**src/pkg/qrvt_pkg.sv**
```systemverilog
// Constants, types and register map of the quasi-resonant turn-on controller
`default_nettype none
package qrvt_pkg;
  // Clock and timing figures
  localparam int unsigned CLK_MHZ = 200;
  localparam int unsigned CLK_HZ = 200_000_000;
  localparam int unsigned RATE_LOW_HZ = 136_000;
  localparam int unsigned RATE_HIGH_HZ = 225_000;
  localparam int unsigned MASK_SHORT_NS = 2500;
  localparam int unsigned MASK_LONG_NS = 6300;
  localparam int unsigned SAMPLE_DELAY_NS = 1000;
  localparam int unsigned SAMPLE_WIN_NS = 200;
  localparam int unsigned TURNON_DELAY_NS = 150;

  localparam int unsigned CNT_W = 11;
  typedef logic [CNT_W-1:0] qrvt_cnt_t;

  // Least times round up to whole cycles, never below one
  function automatic qrvt_cnt_t qrvt_ns_to_cyc(input int unsigned ns);
    int unsigned c;
    c = (ns * CLK_MHZ + 999) / 1000;
    if (c == 0)
    begin
      c = 1;
    end
    return qrvt_cnt_t'(c);
  endfunction : qrvt_ns_to_cyc

  // Minimum period rounds up so the rate limit is never exceeded
  localparam qrvt_cnt_t PERIOD_LOW_CYC = qrvt_cnt_t'((CLK_HZ + RATE_LOW_HZ - 1) / RATE_LOW_HZ);
  localparam qrvt_cnt_t PERIOD_HIGH_CYC = qrvt_cnt_t'((CLK_HZ + RATE_HIGH_HZ - 1) / RATE_HIGH_HZ);
  localparam qrvt_cnt_t MASK_SHORT_CYC = qrvt_ns_to_cyc(MASK_SHORT_NS);
  localparam qrvt_cnt_t MASK_LONG_CYC = qrvt_ns_to_cyc(MASK_LONG_NS);
  localparam qrvt_cnt_t SAMPLE_DELAY_CYC = qrvt_ns_to_cyc(SAMPLE_DELAY_NS);
  localparam qrvt_cnt_t SAMPLE_WIN_CYC = qrvt_ns_to_cyc(SAMPLE_WIN_NS);
  localparam qrvt_cnt_t TURNON_DELAY_CYC = qrvt_ns_to_cyc(TURNON_DELAY_NS);

  // Start-up charge levels in microamps
  localparam logic [11:0] CHARGE_NORMAL_UA = 12'hBB8;
  localparam logic [11:0] CHARGE_REDUCED_UA = 12'h258;

  // Register map, byte addresses
  localparam logic [7:0] ADR_CTRL = 8'h00;
  localparam logic [7:0] ADR_STATUS = 8'h04;
  localparam logic [7:0] ADR_SKIP = 8'h08;
  localparam int unsigned CTRL_HIGH_RATE_BIT = 0;
  localparam int unsigned CTRL_FAULT_BIT = 1;
  localparam int unsigned ST_GATE_BIT = 4;
  localparam int unsigned ST_LONG_BIT = 5;
  localparam int unsigned ST_REDUCED_BIT = 6;
  localparam int unsigned ST_CHARGER_BIT = 7;
  localparam int unsigned ST_ARMED_BIT = 8;
  localparam logic CTRL_RESET = 1'b0;

  typedef enum logic [3:0] {
    ST_CHARGE = 4'h1,
    ST_RUN = 4'h2,
    ST_STOPPED = 4'h4,
    ST_HALT = 4'h8
  } qrvt_state_t;

  // Comparator decisions from the analogue front end, high when true
  typedef struct packed {
    logic supply_below_stop;
    logic supply_above_start;
    logic supply_below_restart;
    logic drain_above_start;
    logic sense_above_arm;
    logic sense_above_trig;
    logic sense_above_1v;
    logic peak_limit;
  } qrvt_cmp_t;

  // Commands to the high voltage start-up charger
  typedef struct packed {
    logic charger_en;
    logic charge_reduced;
    logic [11:0] charge_ua;
  } qrvt_charger_t;
endpackage : qrvt_pkg
`default_nettype wire

```
**src/design/qrvt_sync.sv**
```systemverilog
// Two-stage synchroniser for asynchronous comparator levels
`default_nettype none
module qrvt_sync
  import qrvt_pkg::*;
#(
  parameter int unsigned W = 8
)
(
  // Clock and reset
  input wire logic clock,
  input wire logic rst,
  // Levels
  input wire logic [W-1:0] async_in,
  output logic [W-1:0] sync_out
);
  typedef struct packed {
    logic [W-1:0] meta;
    logic [W-1:0] stable;
  } qrvt_sync_st_t;

  qrvt_sync_st_t s_r;
  qrvt_sync_st_t s_nxt;

  always_comb
  begin
    s_nxt.meta = async_in;
    s_nxt.stable = s_r.meta;
  end

  always_ff @(posedge clock)
  begin
    if (rst)
    begin
      s_r <= '0;
    end
    else
    begin
      s_r <= s_nxt;
    end
  end

  assign sync_out = s_r.stable;
endmodule : qrvt_sync
`default_nettype wire

```
**src/design/qrvt_timer.sv**
```systemverilog
// Loadable down counter with expiry pulse
`default_nettype none
module qrvt_timer
  import qrvt_pkg::*;
(
  // Clock and reset
  input wire logic clock,
  input wire logic rst,
  // Control
  input wire logic load,
  input wire qrvt_cnt_t load_val,
  // Status
  output logic done,
  output logic expire
);
  qrvt_cnt_t cnt_r;
  qrvt_cnt_t cnt_nxt;

  always_comb
  begin
    cnt_nxt = cnt_r;
    if (load)
    begin
      cnt_nxt = load_val;
    end
    else if (cnt_r != '0)
    begin
      cnt_nxt = cnt_r - qrvt_cnt_t'(1);
    end
  end

  always_ff @(posedge clock)
  begin
    if (rst)
    begin
      cnt_r <= '0;
    end
    else
    begin
      cnt_r <= cnt_nxt;
    end
  end

  assign done = (cnt_r == '0);
  // Expiry reported in the last counting cycle, suppressed by a reload
  assign expire = (cnt_r == qrvt_cnt_t'(1)) && !load;
endmodule : qrvt_timer
`default_nettype wire

```
**src/design/qrvt_top.sv**
```systemverilog
// Turn-on timing and supply sequencing of a quasi-resonant flyback controller
//
// Overview of operation
// - Supply below stop level forces switch off
// - Drain low after stop: halt until drain returns high
// - Drain high: recharge once supply below restart
// - After fault use reduced charge current
// - Armed trigger fall turns on after delay
// - Trigger needs prior rising arm edge
// - Ignore sense edges during turn-off mask
// - Rate-limit oscillator, low or high variant
// - Late valid edge turns on, restarts oscillator
// - Early trigger discarded, switch stays off
// - After discard re-arm, skip further valleys
// - Turn-on in ST_RUN needs oscillator and mask expired
// - Mask time short or long value
// - Sample below 1V short, above long
// - Sample sense after delay past turn-off
// - Supply at start: switch, charger off
`default_nettype none
module qrvt_top
  import qrvt_pkg::*;
(
  // Clock and reset
  input wire logic clock,
  input wire logic rst,
  // Classic Wishbone slave
  input wire logic wb_cyc_i,
  input wire logic wb_stb_i,
  input wire logic wb_we_i,
  input wire logic [7:0] wb_adr_i,
  input wire logic [3:0] wb_sel_i,
  input wire logic [31:0] wb_dat_i,
  output logic [31:0] wb_dat_o,
  output logic wb_ack_o,
  // Analogue comparators, asynchronous
  input wire qrvt_cmp_t cmp_async,
  // Fault shutdown request from protection logic, same clock
  input wire logic fault_stop,
  // Power switch and start-up charger
  output logic gate_on,
  output qrvt_charger_t charger
);
  typedef struct packed {
    qrvt_state_t fsm;
    logic gate;
    logic armed;
    logic pend;
    logic fault_flag;
    logic blank_long;
    logic arm_prev;
    logic trig_prev;
    logic high_rate;
    logic sw_fault;
    logic ack;
    logic [31:0] dat;
    logic [15:0] skip;
    qrvt_charger_t chg;
  } qrvt_top_st_t;

  qrvt_top_st_t s_r;
  qrvt_top_st_t s_nxt;
  qrvt_cmp_t cmp;
  logic osc_done;
  logic mask_done;
  logic dly_expire;
  logic smp_expire;
  logic win_done;
  logic osc_load;
  logic mask_load;
  logic dly_load;
  qrvt_cnt_t osc_val;
  qrvt_cnt_t mask_val;

  function automatic qrvt_charger_t chg_cmd(input logic en, input logic reduced);
    qrvt_charger_t c;
    c.charger_en = en;
    c.charge_reduced = reduced;
    c.charge_ua = reduced ? CHARGE_REDUCED_UA : CHARGE_NORMAL_UA;
    return c;
  endfunction : chg_cmd

  qrvt_sync #(
    .W($bits(qrvt_cmp_t))
  ) u_sync (
    .clock(clock),
    .rst(rst),
    .async_in(cmp_async),
    .sync_out(cmp)
  );

  // Rate-limit oscillator, restarted at every turn-on
  qrvt_timer u_osc (
    .clock(clock),
    .rst(rst),
    .load(osc_load),
    .load_val(osc_val),
    .done(osc_done),
    .expire()
  );

  qrvt_timer u_mask (
    .clock(clock),
    .rst(rst),
    .load(mask_load),
    .load_val(mask_val),
    .done(mask_done),
    .expire()
  );

  qrvt_timer u_dly (
    .clock(clock),
    .rst(rst),
    .load(dly_load),
    .load_val(TURNON_DELAY_CYC),
    .done(),
    .expire(dly_expire)
  );

  qrvt_timer u_smp (
    .clock(clock),
    .rst(rst),
    .load(mask_load),
    .load_val(SAMPLE_DELAY_CYC),
    .done(),
    .expire(smp_expire)
  );

  qrvt_timer u_win (
    .clock(clock),
    .rst(rst),
    .load(smp_expire),
    .load_val(SAMPLE_WIN_CYC),
    .done(win_done),
    .expire()
  );

  assign osc_val = s_r.high_rate ? PERIOD_HIGH_CYC : PERIOD_LOW_CYC;
  assign mask_val = s_r.blank_long ? MASK_LONG_CYC : MASK_SHORT_CYC;

  always_comb
  begin
    logic arm_rise;
    logic trig_fall;
    logic turn_on;
    logic turn_off;
    logic quiet;
    logic bus_req;
    logic fault_now;
    arm_rise = 1'b0;
    trig_fall = 1'b0;
    turn_on = 1'b0;
    turn_off = 1'b0;
    quiet = 1'b0;
    bus_req = 1'b0;
    fault_now = 1'b0;
    s_nxt = s_r;
    s_nxt.arm_prev = cmp.sense_above_arm;
    s_nxt.trig_prev = cmp.sense_above_trig;
    s_nxt.sw_fault = 1'b0;
    arm_rise = cmp.sense_above_arm && !s_r.arm_prev;
    trig_fall = !cmp.sense_above_trig && s_r.trig_prev;
    fault_now = fault_stop || s_r.sw_fault;
    osc_load = 1'b0;
    mask_load = 1'b0;
    dly_load = 1'b0;

    case (s_r.fsm)
      ST_CHARGE:
      begin
        s_nxt.chg = chg_cmd(cmp.drain_above_start, s_r.fault_flag);
        if (cmp.supply_above_start && !cmp.supply_below_stop)
        begin
          // First pulse starts the cycle; edges then take over
          s_nxt.fsm = ST_RUN;
          s_nxt.chg = chg_cmd(1'b0, s_r.fault_flag);
          turn_on = 1'b1;
        end
      end
      ST_RUN:
      begin
        if (cmp.supply_below_stop || fault_now)
        begin
          s_nxt.fsm = ST_STOPPED;
          turn_off = 1'b1;
          s_nxt.pend = 1'b0;
          s_nxt.armed = 1'b0;
          s_nxt.fault_flag = s_r.fault_flag || fault_now;
        end
        else if (s_r.gate)
        begin
          turn_off = cmp.peak_limit;
        end
        else if (s_r.pend)
        begin
          if (dly_expire)
          begin
            turn_on = 1'b1;
            s_nxt.pend = 1'b0;
            s_nxt.fault_flag = 1'b0;
            s_nxt.chg = chg_cmd(1'b0, 1'b0);
          end
        end
        else
        begin
          // Ringing right after turn-off must not arm or fire
          quiet = !mask_done;
          if (!quiet && arm_rise)
          begin
            s_nxt.armed = 1'b1;
          end
          if (!quiet && trig_fall && s_r.armed)
          begin
            s_nxt.armed = 1'b0;
            if (osc_done)
            begin
              dly_load = 1'b1;
              s_nxt.pend = 1'b1;
            end
            else
            begin
              s_nxt.skip = s_r.skip + 16'h0001;
            end
          end
        end
      end
      ST_STOPPED:
      begin
        if (!cmp.drain_above_start)
        begin
          s_nxt.fsm = ST_HALT;
        end
        else if (cmp.supply_below_restart)
        begin
          s_nxt.fsm = ST_CHARGE;
          s_nxt.chg = chg_cmd(1'b1, s_r.fault_flag);
        end
      end
      ST_HALT:
      begin
        // Power-down completes; only a returning drain voltage revives
        s_nxt.chg = chg_cmd(1'b0, s_r.fault_flag);
        if (cmp.drain_above_start)
        begin
          s_nxt.fsm = ST_STOPPED;
        end
      end
      default:
      begin
        s_nxt.fsm = ST_HALT;
        turn_off = 1'b1;
      end
    endcase

    if (turn_on)
    begin
      s_nxt.gate = 1'b1;
      osc_load = 1'b1;
      s_nxt.armed = 1'b0;
    end
    if (turn_off)
    begin
      s_nxt.gate = 1'b0;
      mask_load = 1'b1;
    end

    // Blanking choice is sampled each cycle of the strobe window
    if (!win_done && s_r.fsm == ST_RUN)
    begin
      s_nxt.blank_long = cmp.sense_above_1v;
    end

    // Bus: one wait state, ack dropped the cycle after it is given
    bus_req = wb_cyc_i && wb_stb_i && !s_r.ack;
    s_nxt.ack = bus_req;
    s_nxt.dat = '0;
    if (bus_req)
    begin
      case (wb_adr_i)
        ADR_CTRL:
        begin
          if (wb_we_i && wb_sel_i[0])
          begin
            s_nxt.high_rate = wb_dat_i[CTRL_HIGH_RATE_BIT];
            s_nxt.sw_fault = wb_dat_i[CTRL_FAULT_BIT];
          end
          s_nxt.dat[CTRL_HIGH_RATE_BIT] = s_r.high_rate;
        end
        ADR_STATUS:
        begin
          s_nxt.dat[3:0] = s_r.fsm;
          s_nxt.dat[ST_GATE_BIT] = s_r.gate;
          s_nxt.dat[ST_LONG_BIT] = s_r.blank_long;
          s_nxt.dat[ST_REDUCED_BIT] = s_r.chg.charge_reduced;
          s_nxt.dat[ST_CHARGER_BIT] = s_r.chg.charger_en;
          s_nxt.dat[ST_ARMED_BIT] = s_r.armed;
        end
        ADR_SKIP:
        begin
          s_nxt.dat[15:0] = s_r.skip;
          if (wb_we_i && wb_sel_i[0])
          begin
            // A skip in the same cycle is counted, not lost
            s_nxt.skip = s_nxt.skip - s_r.skip;
          end
        end
        default:
        begin
          s_nxt.dat = '0;
        end
      endcase
    end
  end

  always_ff @(posedge clock)
  begin
    if (rst)
    begin
      s_r <= '{fsm: ST_CHARGE, high_rate: CTRL_RESET, default: '0};
    end
    else
    begin
      s_r <= s_nxt;
    end
  end

  assign gate_on = s_r.gate;
  assign charger = s_r.chg;
  assign wb_ack_o = s_r.ack;
  assign wb_dat_o = s_r.dat;
endmodule : qrvt_top
`default_nettype wire

```
**config.mk**
```make
export PLATFORM = sky130hd
export DESIGN_NAME = qrvt_top
export DESIGN_NICKNAME = d
export VERILOG_FILES = /design/src/pkg/qrvt_pkg.sv /design/src/design/qrvt_sync.sv /design/src/design/qrvt_timer.sv /design/src/design/qrvt_top.sv
export SDC_FILE = /design/constraint.sdc
export NUM_CORES = 1
export LEC_CHECK = 0
export CORE_ASPECT_RATIO = 0.75
export CORE_UTILIZATION = 55
export CTS_CLUSTER_SIZE = 25
export DETAILED_ROUTE_END_ITERATION = 12
export DONT_BUFFER_PORTS = 1
export GPL_TIMING_DRIVEN = 0
export PLACE_DENSITY = 0.77
export SYNTH_ARGS = -nofsm -noshare
export SYNTH_HDL_FRONTEND = slang
export SYNTH_SLANG_ARGS = --single-unit
```
**constraint.sdc**
```tcl
create_clock -name clock -period 4.1 [get_ports clock]
set_input_delay 0.205 -clock clock [delete_from_list [all_inputs] [get_ports clock]]
set_output_delay 0.205 -clock clock [all_outputs]
set_load 0.005 [all_outputs]
```
# Yosys cells after proc, flatten, opt, wreduce, memory -nomap -nowiden

Index checks and enable logic that the tools add are counted.

Register bits after elaboration: 147
Input port bits: 58
Logic and storage cells: 175

Add/subtract/negate cells: 7
Equal/unequal tests: 20
Muxes and demuxes: 61
Bitwise logic cells: 4
Reduce and logical (&&, ||, !) cells: 55

Operators by type and width:

| kind                                               | number |
|---|---|
| two-way mux 16 bit                                 | 7 |
| two-way mux 14 bit                                 | 5 |
| two-way mux 11 bit                                 | 6 |
| two-way mux 30 bit                                 | 2 |
| one-hot mux 14 bit (4 select lines)                | 1 |
| nonzero test 11 bit                                | 5 |
| subtractor 11 x 1 -> 11 bit, second input constant | 5 |
| logical NOT 11 bit                                 | 3 |
| == test 11 x 1 -> 1 bit, second input constant     | 2 |
| two-way mux 4 bit                                  | 5 |
| two-way mux 1 bit                                  | 19 |
| adder 16 x 1 -> 16 bit, second input constant      | 1 |
| two-way mux 8 bit                                  | 2 |
| one-hot mux 4 bit (4 select lines)                 | 1 |
| one-hot mux 8 bit (2 select lines)                 | 1 |
| subtractor 16 bit                                  | 1 |
| nonzero test 2 bit                                 | 7 |
| logical AND 1 bit                                  | 12 |
| two-way mux 12 bit                                 | 1 |
| two-way mux 6 bit                                  | 2 |
| != test 2 bit, second input constant               | 6 |
| AND reduction 4 bit                                | 3 |
| OR reduction 2 bit                                 | 6 |
| two-way mux 5 bit                                  | 2 |
| 23 further kinds                                   | 42 |

# Depth between registers and ports, before layout

Gate-level depths: netlist (run 1).

Word-level depth: 20
Depth in mapped cells: 18

# Modules after synthesis

Synthesis (run 1) repeated with hierarchy kept, for this count alone.

Cell total of the unflattened synthesis: 875
Area total of the unflattened synthesis: 7275.7 sq um

Modules (own cells, without submodules):

| module     | instances | cells each | area each (sq um) | seq. area each (sq um) |
|---|---|---|---|---|
| qrvt_top   | 1         | 432        | 3464.6            | 1001.0 |
| qrvt_timer | 5         | 82         | 669.4             | 220.2 |
| qrvt_sync  | 1         | 33         | 464.2             | 320.3 |

# Worst setup path after synthesis (run 1)

Ideal clock, no wire load.

Path kind: register to register
From: register u_osc.cnt_r[0]
To: register s_r[28] in the netlist's numbering
Library setup time: 128 ps
Arrival: 3584 ps
Setup slack: 389 ps
Cell stages (with the launch flop): 17
Buffers on the path: 2
Clock period less this slack: 3711 ps
Path through: dfxtp_1 > inv_1 > ha_1 > nor3b_1 > and4b_1 > buf_2 > nor4_4 > buf_4 > mux2_2 > fa_1 > a211oi_1 > o21a_1 > o221ai_1 > a221oi_1 > xnor2_1 > mux2i_1 > nor2_1

Longest elaborated chain between the ends: 11

RTL lines:

| element                | RTL line         | RTL |
|---|---|---|
| from (decl)            | qrvt_timer.sv:16 | `qrvt_cnt_t cnt_r;` |
| from (signal assigned) | qrvt_timer.sv:40 | `cnt_r <= cnt_nxt;` |
| logical NOT 11 bit (*) | qrvt_timer.sv:44 | `assign done = (cnt_r == '0);` |
| two-way mux 16 bit (*) | qrvt_top.sv:215  | `if (osc_done)` |
| two-way mux 16 bit (*) | qrvt_top.sv:212  | `if (!quiet && trig_fall && s_r.armed)` |
| two-way mux 16 bit (*) | qrvt_top.sv:194  | `else if (s_r.pend)` |
| two-way mux 30 bit (*) | qrvt_top.sv:190  | `else if (s_r.gate)` |
| two-way mux 30 bit (*) | qrvt_top.sv:182  | `if (cmp.supply_below_stop \|\| fault_now)` |
| two-way mux 16 bit (*) | qrvt_top.sv:168  | `case (s_r.fsm)` |
| subtractor 16 bit      | qrvt_top.sv:304  | `s_nxt.skip = s_nxt.skip - s_r.skip;` |
| two-way mux 16 bit     | qrvt_top.sv:301  | `if (wb_we_i && wb_sel_i[0])` |
| two-way mux 16 bit     | qrvt_top.sv:279  | `case (wb_adr_i)` |
| two-way mux 16 bit (*) | qrvt_top.sv:277  | `if (bus_req)` |
| to (signal assigned)   | qrvt_top.sv:323  | `s_r <= s_nxt;` |
| to (decl)              | qrvt_top.sv:61   | `qrvt_top_st_t s_r;` |

Mark *: on every way between the ends. The rest lies on a longest branch, timed or not. The select of a mux whose other input is x is not followed.
A chain may end at the register's enable or synchronous reset.

# Worst setup path after layout (run 1)

Ends and elaborated chain as after synthesis.

==> metrics.cfg, run 1 <==
[cells_and_area]
final_area_sq_mm = 0.00758
final_util_pct = 68.3
fin_cells = 952
layout_common_cells = dfxtp_1, nor2_1, buf_4, xnor2_1, a21oi_1
syn_to_final_growth_pct = 18.8
layout.nets = 882
multi_input_comb_area_sq_mm = 0.00358
register_area_sq_mm = 0.00242
layout_commonest_cell = dfxtp_1
n_antenna_cell = 0
n_fill_cell = 882
layout-drive-gt1-share_pct = 15.5

[global_routing]
met3_usage_pct = 5.22
grt-ovfl-total = 0
grt_pass1_wl_um = 24200
met1_usage_pct = 34.9
grt_antenna_before_repair = 0
grt_util_met2_pct = 41.5
grt_max_degree = 17
grt_usage_pct = 26.0
grt.busiest_layer = met2
grt_pass1_vias = 4984

[critical_path]
worstPathMaxFanout = 8
regToRegEndpoint = s_r[28]$_SDFF_PP0_
required_ps = 4370
rr_startpoint = u_osc.cnt_r[0]$_SDFFE_PP0P_
rrSetupSlack_ps = 80
worst-setup-path-type = flip-flop to flip-flop
crit_arrival_ps = 4290
reg2reg_depth = 16
end_kind = flip-flop
start_kind = flip-flop

[clocking]
htreeDepth = 4
clk_latency_ps = 420
clkSlewWorstSetupHoldPaths_ps = 60
cts_root_buf = clkbuf_16
cts_made_buffers = 17
clkSinkCount = 121
clk_path_buf_depth = 2
cts_tree = done

[logic_synthesis]
syn_area_per_cell_sq_um = 8.61
ys_ff_latch = 121
seq_area_frac_synth_pct = 38.0
synthArstFlopShare_pct = 0
syn_area_sq_mm = 0.00638
yosysUniqueCellTypes = 61
synth_edf_count = 0
yosys_warnings = 0
synth_cells = 741
synth_ff_type = dfxtp_1

[power]
p_per_area_mw_per_mm2 = 650
vdd_drop_max_v = 0.000385
fin_total_pwr_mw = 4.93
leakage_nw = 3.08

[drt]
vias = 5515
drt-initial-drc-count = 457
routed_wl_um = 15400
viasPerCell = 5.79
ant_nets = 0
drt_pass1_iterations = 5
wl_per_cell_um = 16.2
drcViolationCount = 0

[placement]
hpwl_um = 10800
gp_congestion = 0.927
placed_area_sq_mm = 0.00663
io_buffers = 0
dp_slack_ps = -169
place_inst = 900

[sta]
post-route-period-util_pct = 98.0
worstMarginPinSlew_ps = 1170
report.final.hold_viol_count = 0
fin_setup_tns_ps = 0
whs_ps = 83.0
setup_viol = 0
setup_ws_ps = 82.1
fin_crit_ps = 4020
slew_violations = 0
skew_ps = 10.2
slew_headroom_pct = 21.9
fmax_mhz = 249

[status]
status = finished clean

[floorplanning]
coreArea_sq_mm = 0.0111
dieArea_sq_mm = 0.0120
start_util_pct = 57.5
num_io_pins = 106
rows = 33
chipHeight_um = 95.3
chipWidth_um = 126

[run]
drv_cap = 0

[worst_hold_path]
hp-start = wb_adr_i[3]
hold_path_class = input pin to flip-flop
hold_depth = 2
holdPathEnd = wb_dat_o[0]$_SDFF_PP0_

[repair_timing]
action | CTS | global route
resized for setup | 4 | 18
endpoints found under the setup margin | 2 | 5
gates cloned | 0 | 1
hold endpoints to repair | 11 | 0
buffers inserted | 2 | 6
pin swaps | 1 | 6
hold buffers | 11 | 0
[worst max-delay path by stage]
stage / startpoint / end / slack, ps / cells after the start
after global placement: u_osc.cnt_r[0]$_SDFFE_PP0P_ / s_r[28]$_SDFF_PP0_ / -100 / 16
after floorplan: u_osc.cnt_r[0]$_SDFFE_PP0P_ / s_r[28]$_SDFF_PP0_ / 390 / 16
final: u_osc.cnt_r[0]$_SDFFE_PP0P_ / s_r[28]$_SDFF_PP0_ / 80 / 16
after detailed placement: u_mask.cnt_r[5]$_SDFFE_PP0P_ / s_r[28]$_SDFF_PP0_ / -170 / 13
after CTS: u_mask.cnt_r[0]$_SDFFE_PP0P_ / s_r[28]$_SDFF_PP0_ / 4 / 17
after global routing: u_osc.cnt_r[0]$_SDFFE_PP0P_ / s_r[27]$_SDFF_PP0_ / -50 / 16
[layout make-up]
type / count / area share (%)
plain buffers: 67 / 5.78
clock buffers: 21 / 6.21
multi-input cells: 539 / 47.3
well taps: 140 / 2.31
inverters: 33 / 1.63
repair buffers: 20 / 2.31
flip-flops and latches: 121 / 32.0
clock inverters: 11 / 2.54
[worst max-delay path, stage by stage, from the launching register on]
cell and delay, ps:
dfxtp_1 340, inv_1 70, ha_2 210, nor3b_1 150
and4b_1 200, clkbuf_4 190, nor4_4 400, buf_6 200
mux2_2 390, fa_2 410, a211oi_2 300, o21a_2 230
o221ai_4 150, a221oi_2 340, xnor2_1 90, mux2i_1 140
nor2_1 60
[metal layers]
layer  part of all wire, %  wire (um)
met1                    46       7110
met2                    44       6800
met3                   7.5       1150
met4                   2.1        319
met5                     0          0
[synth_stat cells, drive strengths merged, types with 21 or more instances]
library cell / number / area, sq um
nand2: 38 / 145
a21oi: 49 / 245
nand3: 21 / 135
o21ai: 21 / 105
nor2: 79 / 297
buf: 50 / 368
inv: 33 / 124
nor2b: 25 / 156
ha: 24 / 300
dfxtp: 121 / 2420
nor3: 41 / 210
xnor2: 50 / 445
[where the power goes]
group          switching (mW)  internal [mW]
logic                   0.922          0.731
registers               0.221           1.40
clock network           0.527           1.13
[state kept, by name, indices dropped and copies added, names as in the netlist]
signal,count
charger,4
gate_on,1
s_r,28
u_dly.cnt_r,11
u_mask.cnt_r,11
u_osc.cnt_r,11
u_smp.cnt_r,11
u_sync.s_nxt,8
u_sync.sync_out,8
u_win.cnt_r,11
wb_ack_o,1
wb_dat_o,16
[cell families after synthesis]
| kind of cell | count (synthesis) | synth area share [%] |
|---|---|---|
| other | 1 | 0.0588 |
| adder cells (fa/ha/maj) | 25 | 5.02 |
| AO/OA/AOI/OAI | 124 | 12.2 |
| AND/OR/NAND/NOR | 295 | 25.3 |
| XOR/XNOR | 63 | 8.76 |
| buffers and inverters | 100 | 8.70 |
| multiplexers | 12 | 1.94 |
| flip-flops | 121 | 38.0 |
No activity file was read; power rests on OpenSTA's default activity.
==> run 2, diff against run 1 <==
PLACE_DENSITY = 0.8   (was 0.77)
SLEW_MARGIN = 30   (was unset)
clock period = 3.4 ns   (was 4.1 ns; I/O delays follow)
==> metrics.cfg, run 2 (synthesis results as in run 1) <==
[status]
status = finished with violations
violations = setup timing

[power]
comb_power_share_pct = 36.2  ; +2.6 points
p_switching_mw = 2.12  ; +27%
p_sw_share_pct = 36.2  ; +2.3 points
p_per_area_mw_per_mm2 = 739  ; +14%
clkPwrFrac_pct = 30.1  ; -3.4 points
power.share.sequential_pct = 33.7  ; +0.8 points
fin_total_pwr_mw = 5.87  ; +19%
internal_power_mw = 3.74  ; +15%
leakage_nw = 3.23  ; +5.1%
vdd_drop_max_v = 0.000612  ; +59%

[clocking]
clk_latency_ps = 420  ; about the same
cts_tree = done
clkSinkCount = 121  ; unchanged
cts_made_buffers = 17  ; unchanged
htreeDepth = 4  ; unchanged
cts_root_buf = clkbuf_16
clkSlewWorstSetupHoldPaths_ps = 60  ; about the same
clk_path_buf_depth = 2  ; unchanged

[critical_path]
cpPeakStageDelay_ps = 350  ; -60 ps
end_kind = flip-flop
regToRegEndpoint = s_r[28]$_SDFF_PP0_
crit_arrival_ps = 4000  ; -290 ps
cpMostUsedCell = ha_4
timing.critical_path.buf_inv = 3  ; unchanged
rr_startpoint = u_osc.cnt_r[1]$_SDFFE_PP0P_
reg2reg_depth = 17  ; +1
worst-setup-path-type = flip-flop to flip-flop
cp.depth = 17  ; +1
crit_path_top_delay_cell = dfxtp_2
worstPathMaxFanout = 6  ; -2
path_cells = inv_2 -> ha_4 -> nor3b_4 -> and4b_2 -> nor4_4 -> buf_6 -> buf_4 -> nand4_1 -> xnor2_2 -> ha_4 -> o21a_1 -> o2111ai_4 -> o221ai_4 -> a221oi_2 -> xnor2_1 -> mux2i_1 -> nor2_1
path_delay_family = simple AND/OR/NAND/NOR gates
required_ps = 3680  ; -690 ps
start_kind = flip-flop
rrSetupSlack_ps = -320  ; -410 ps

[floorplanning]
chipHeight_um = 95.3  ; unchanged
chipWidth_um = 126  ; unchanged
coreArea_sq_mm = 0.0111  ; unchanged
dieArea_sq_mm = 0.0120  ; unchanged
start_util_pct = 57.5  ; unchanged
num_io_pins = 106  ; unchanged
rows = 33  ; unchanged

[cells_and_area]
n_fill_cell = 809  ; -8.3%
layout_commonest_cell = dfxtp_1
largest_reg_flops = 28  ; unchanged
layout-drive-gt1-share_pct = 21.8  ; +6.3 points
max_flop_register = s_r
final_util_pct = 71.5  ; +3.3 points
n_antenna_cell = 0  ; unchanged
final_area_sq_mm = 0.00794  ; +4.8%
fin_cells = 979  ; +2.8%
syn_to_final_growth_pct = 24.4
layout.nets = 909  ; +3.1%
layout_common_cells = dfxtp_1, buf_4, nor2_1, xnor2_1, a21oi_1

[sta]
fin_setup_tns_ps = -1300  ; -1300 ps
fmax_mhz = 268  ; +7.9%
whs_ps = 38.4  ; -44.6 ps
worstMarginPinSlew_ps = 1000  ; -169 ps
slew_violations = 0  ; unchanged
report.final.hold_viol_count = 0  ; unchanged
slew_headroom_pct = 32.8  ; +11 points
rsz0062_at_grt = yes
fin_crit_ps = 3720  ; -293 ps
setup_viol = 7  ; +7
post-route-period-util_pct = 110  ; +12 points
skew_ps = 8.98  ; -1.18 ps
setup_ws_ps = -325  ; -407 ps

[worst_hold_path]
hold_path_class = input pin to flip-flop
hold_depth = 2  ; unchanged
holdPathEnd = wb_dat_o[0]$_SDFF_PP0_
hp-start = wb_adr_i[3]

[placement]
hpwl_um = 10800  ; +0.11%
gp_congestion = 0.904  ; -2.4%
placed_area_sq_mm = 0.00669  ; +0.91%
dp_slack_ps = -690  ; -521 ps
io_buffers = 0  ; unchanged
place_inst = 900  ; unchanged

[global_routing]
grt_antenna_before_repair = 0  ; unchanged
grt-ovfl-total = 0  ; unchanged
grt_pass1_wl_um = 25100  ; +3.6%
grt_pass1_vias = 5285  ; +6.0%
grt_max_degree = 17  ; unchanged
grt_usage_pct = 26.9  ; +0.84 points

[drt]
drt_pass1_iterations = 6  ; +1
viasPerCell = 5.89  ; +1.7%
drt-initial-drc-count = 504  ; +10%
vias = 5765  ; +4.5%
ant_nets = 0  ; unchanged
routed_wl_um = 17000  ; +11%
wl_per_cell_um = 17.4  ; +7.5%
drcViolationCount = 0  ; unchanged

[run]
drv_cap = 0  ; unchanged

-- run 2: cell count changes in the layout (fill, tap and decap cells not counted), moves of 4 or more --
cell,previous run,this run
dfxtp_2,0,4
dfxtp_1,121,117
ha_1,22,18
inv_2,0,5
buf_4,54,82
o21ai_1,1,5
inv_1,33,28
o21ai_0,20,15
ha_4,0,5
-- run 2: what timing repair did --
action / CTS / global route
resized for setup: 17 / 36
hold endpoints to repair: 11 / 0
setup buffers: 22 / 18
pin swaps: 14 / 22
endpoints found under the setup margin: 10 / 11
hold buffers: 11 / 0
-- run 2: routing by layer --
layer  vias to the layer above  wire [um]  global-route usage [%]
li1                       2693          -                       -
met3                        66       1530                    6.17
met4                         0        531                    10.1
met5                         -          0                       0
met1                      2687       7030                    33.8
met2                       319       7900                    45.3
-- run 2: cell type report --
cell class	count	area, sq um	area share [%]
multi-input combinational	539	3800	47.9
sequential	121	2430	30.6
clock buffer	18	439	5.53
buffer	66	430	5.42
timing repair buffer	48	392	4.93
tap	140	175	2.21
clock inverter	14	150	1.89
inverter	33	124	1.56
-- run 2: worst max path at each step --
| stage | start | to | slack, ps |
|---|---|---|---|
| finish | u_osc.cnt_r[1]$_SDFFE_PP0P_ | s_r[28]$_SDFF_PP0_ | -320 |
| global route | u_osc.cnt_r[1]$_SDFFE_PP0P_ | s_r[28]$_SDFF_PP0_ | -380 |
| CTS | u_mask.cnt_r[1]$_SDFFE_PP0P_ | s_r[28]$_SDFF_PP0_ | -180 |
| detailed placement | u_mask.cnt_r[0]$_SDFFE_PP0P_ | s_r[27]$_SDFF_PP0_ | -690 |
| global placement | u_mask.cnt_r[0]$_SDFFE_PP0P_ | s_r[27]$_SDFF_PP0_ | -660 |
| floorplan | u_mask.cnt_r[0]$_SDFFE_PP0P_ | s_r[28]$_SDFF_PP0_ | -60 |
-- run 2: power groups by stage --
stage | registers, mW | clock network (mW) | logic, mW
final | 1.98 | 1.77 | 2.12
after global routing | 2.01 | 1.85 | 2.34
after global placement | 1.95 | 0 | 1.83
after detailed placement | 1.98 | 0 | 1.92
after floorplan | 1.91 | 0 | 1.60
after CTS | 1.96 | 1.78 | 2.03
-- run 2: worst register-to-register path, stage by stage (launching register included) --
cell       delay (ps)
dfxtp_2           350
inv_2              50
ha_4              150
nor3b_4           150
and4b_2           270
nor4_4            310
buf_6             200
buf_4             150
nand4_1           160
xnor2_2           300
ha_4              260
o21a_1            140
o2111ai_4         250
o221ai_4          180
a221oi_2          360
xnor2_1           130
mux2i_1           160
nor2_1             60
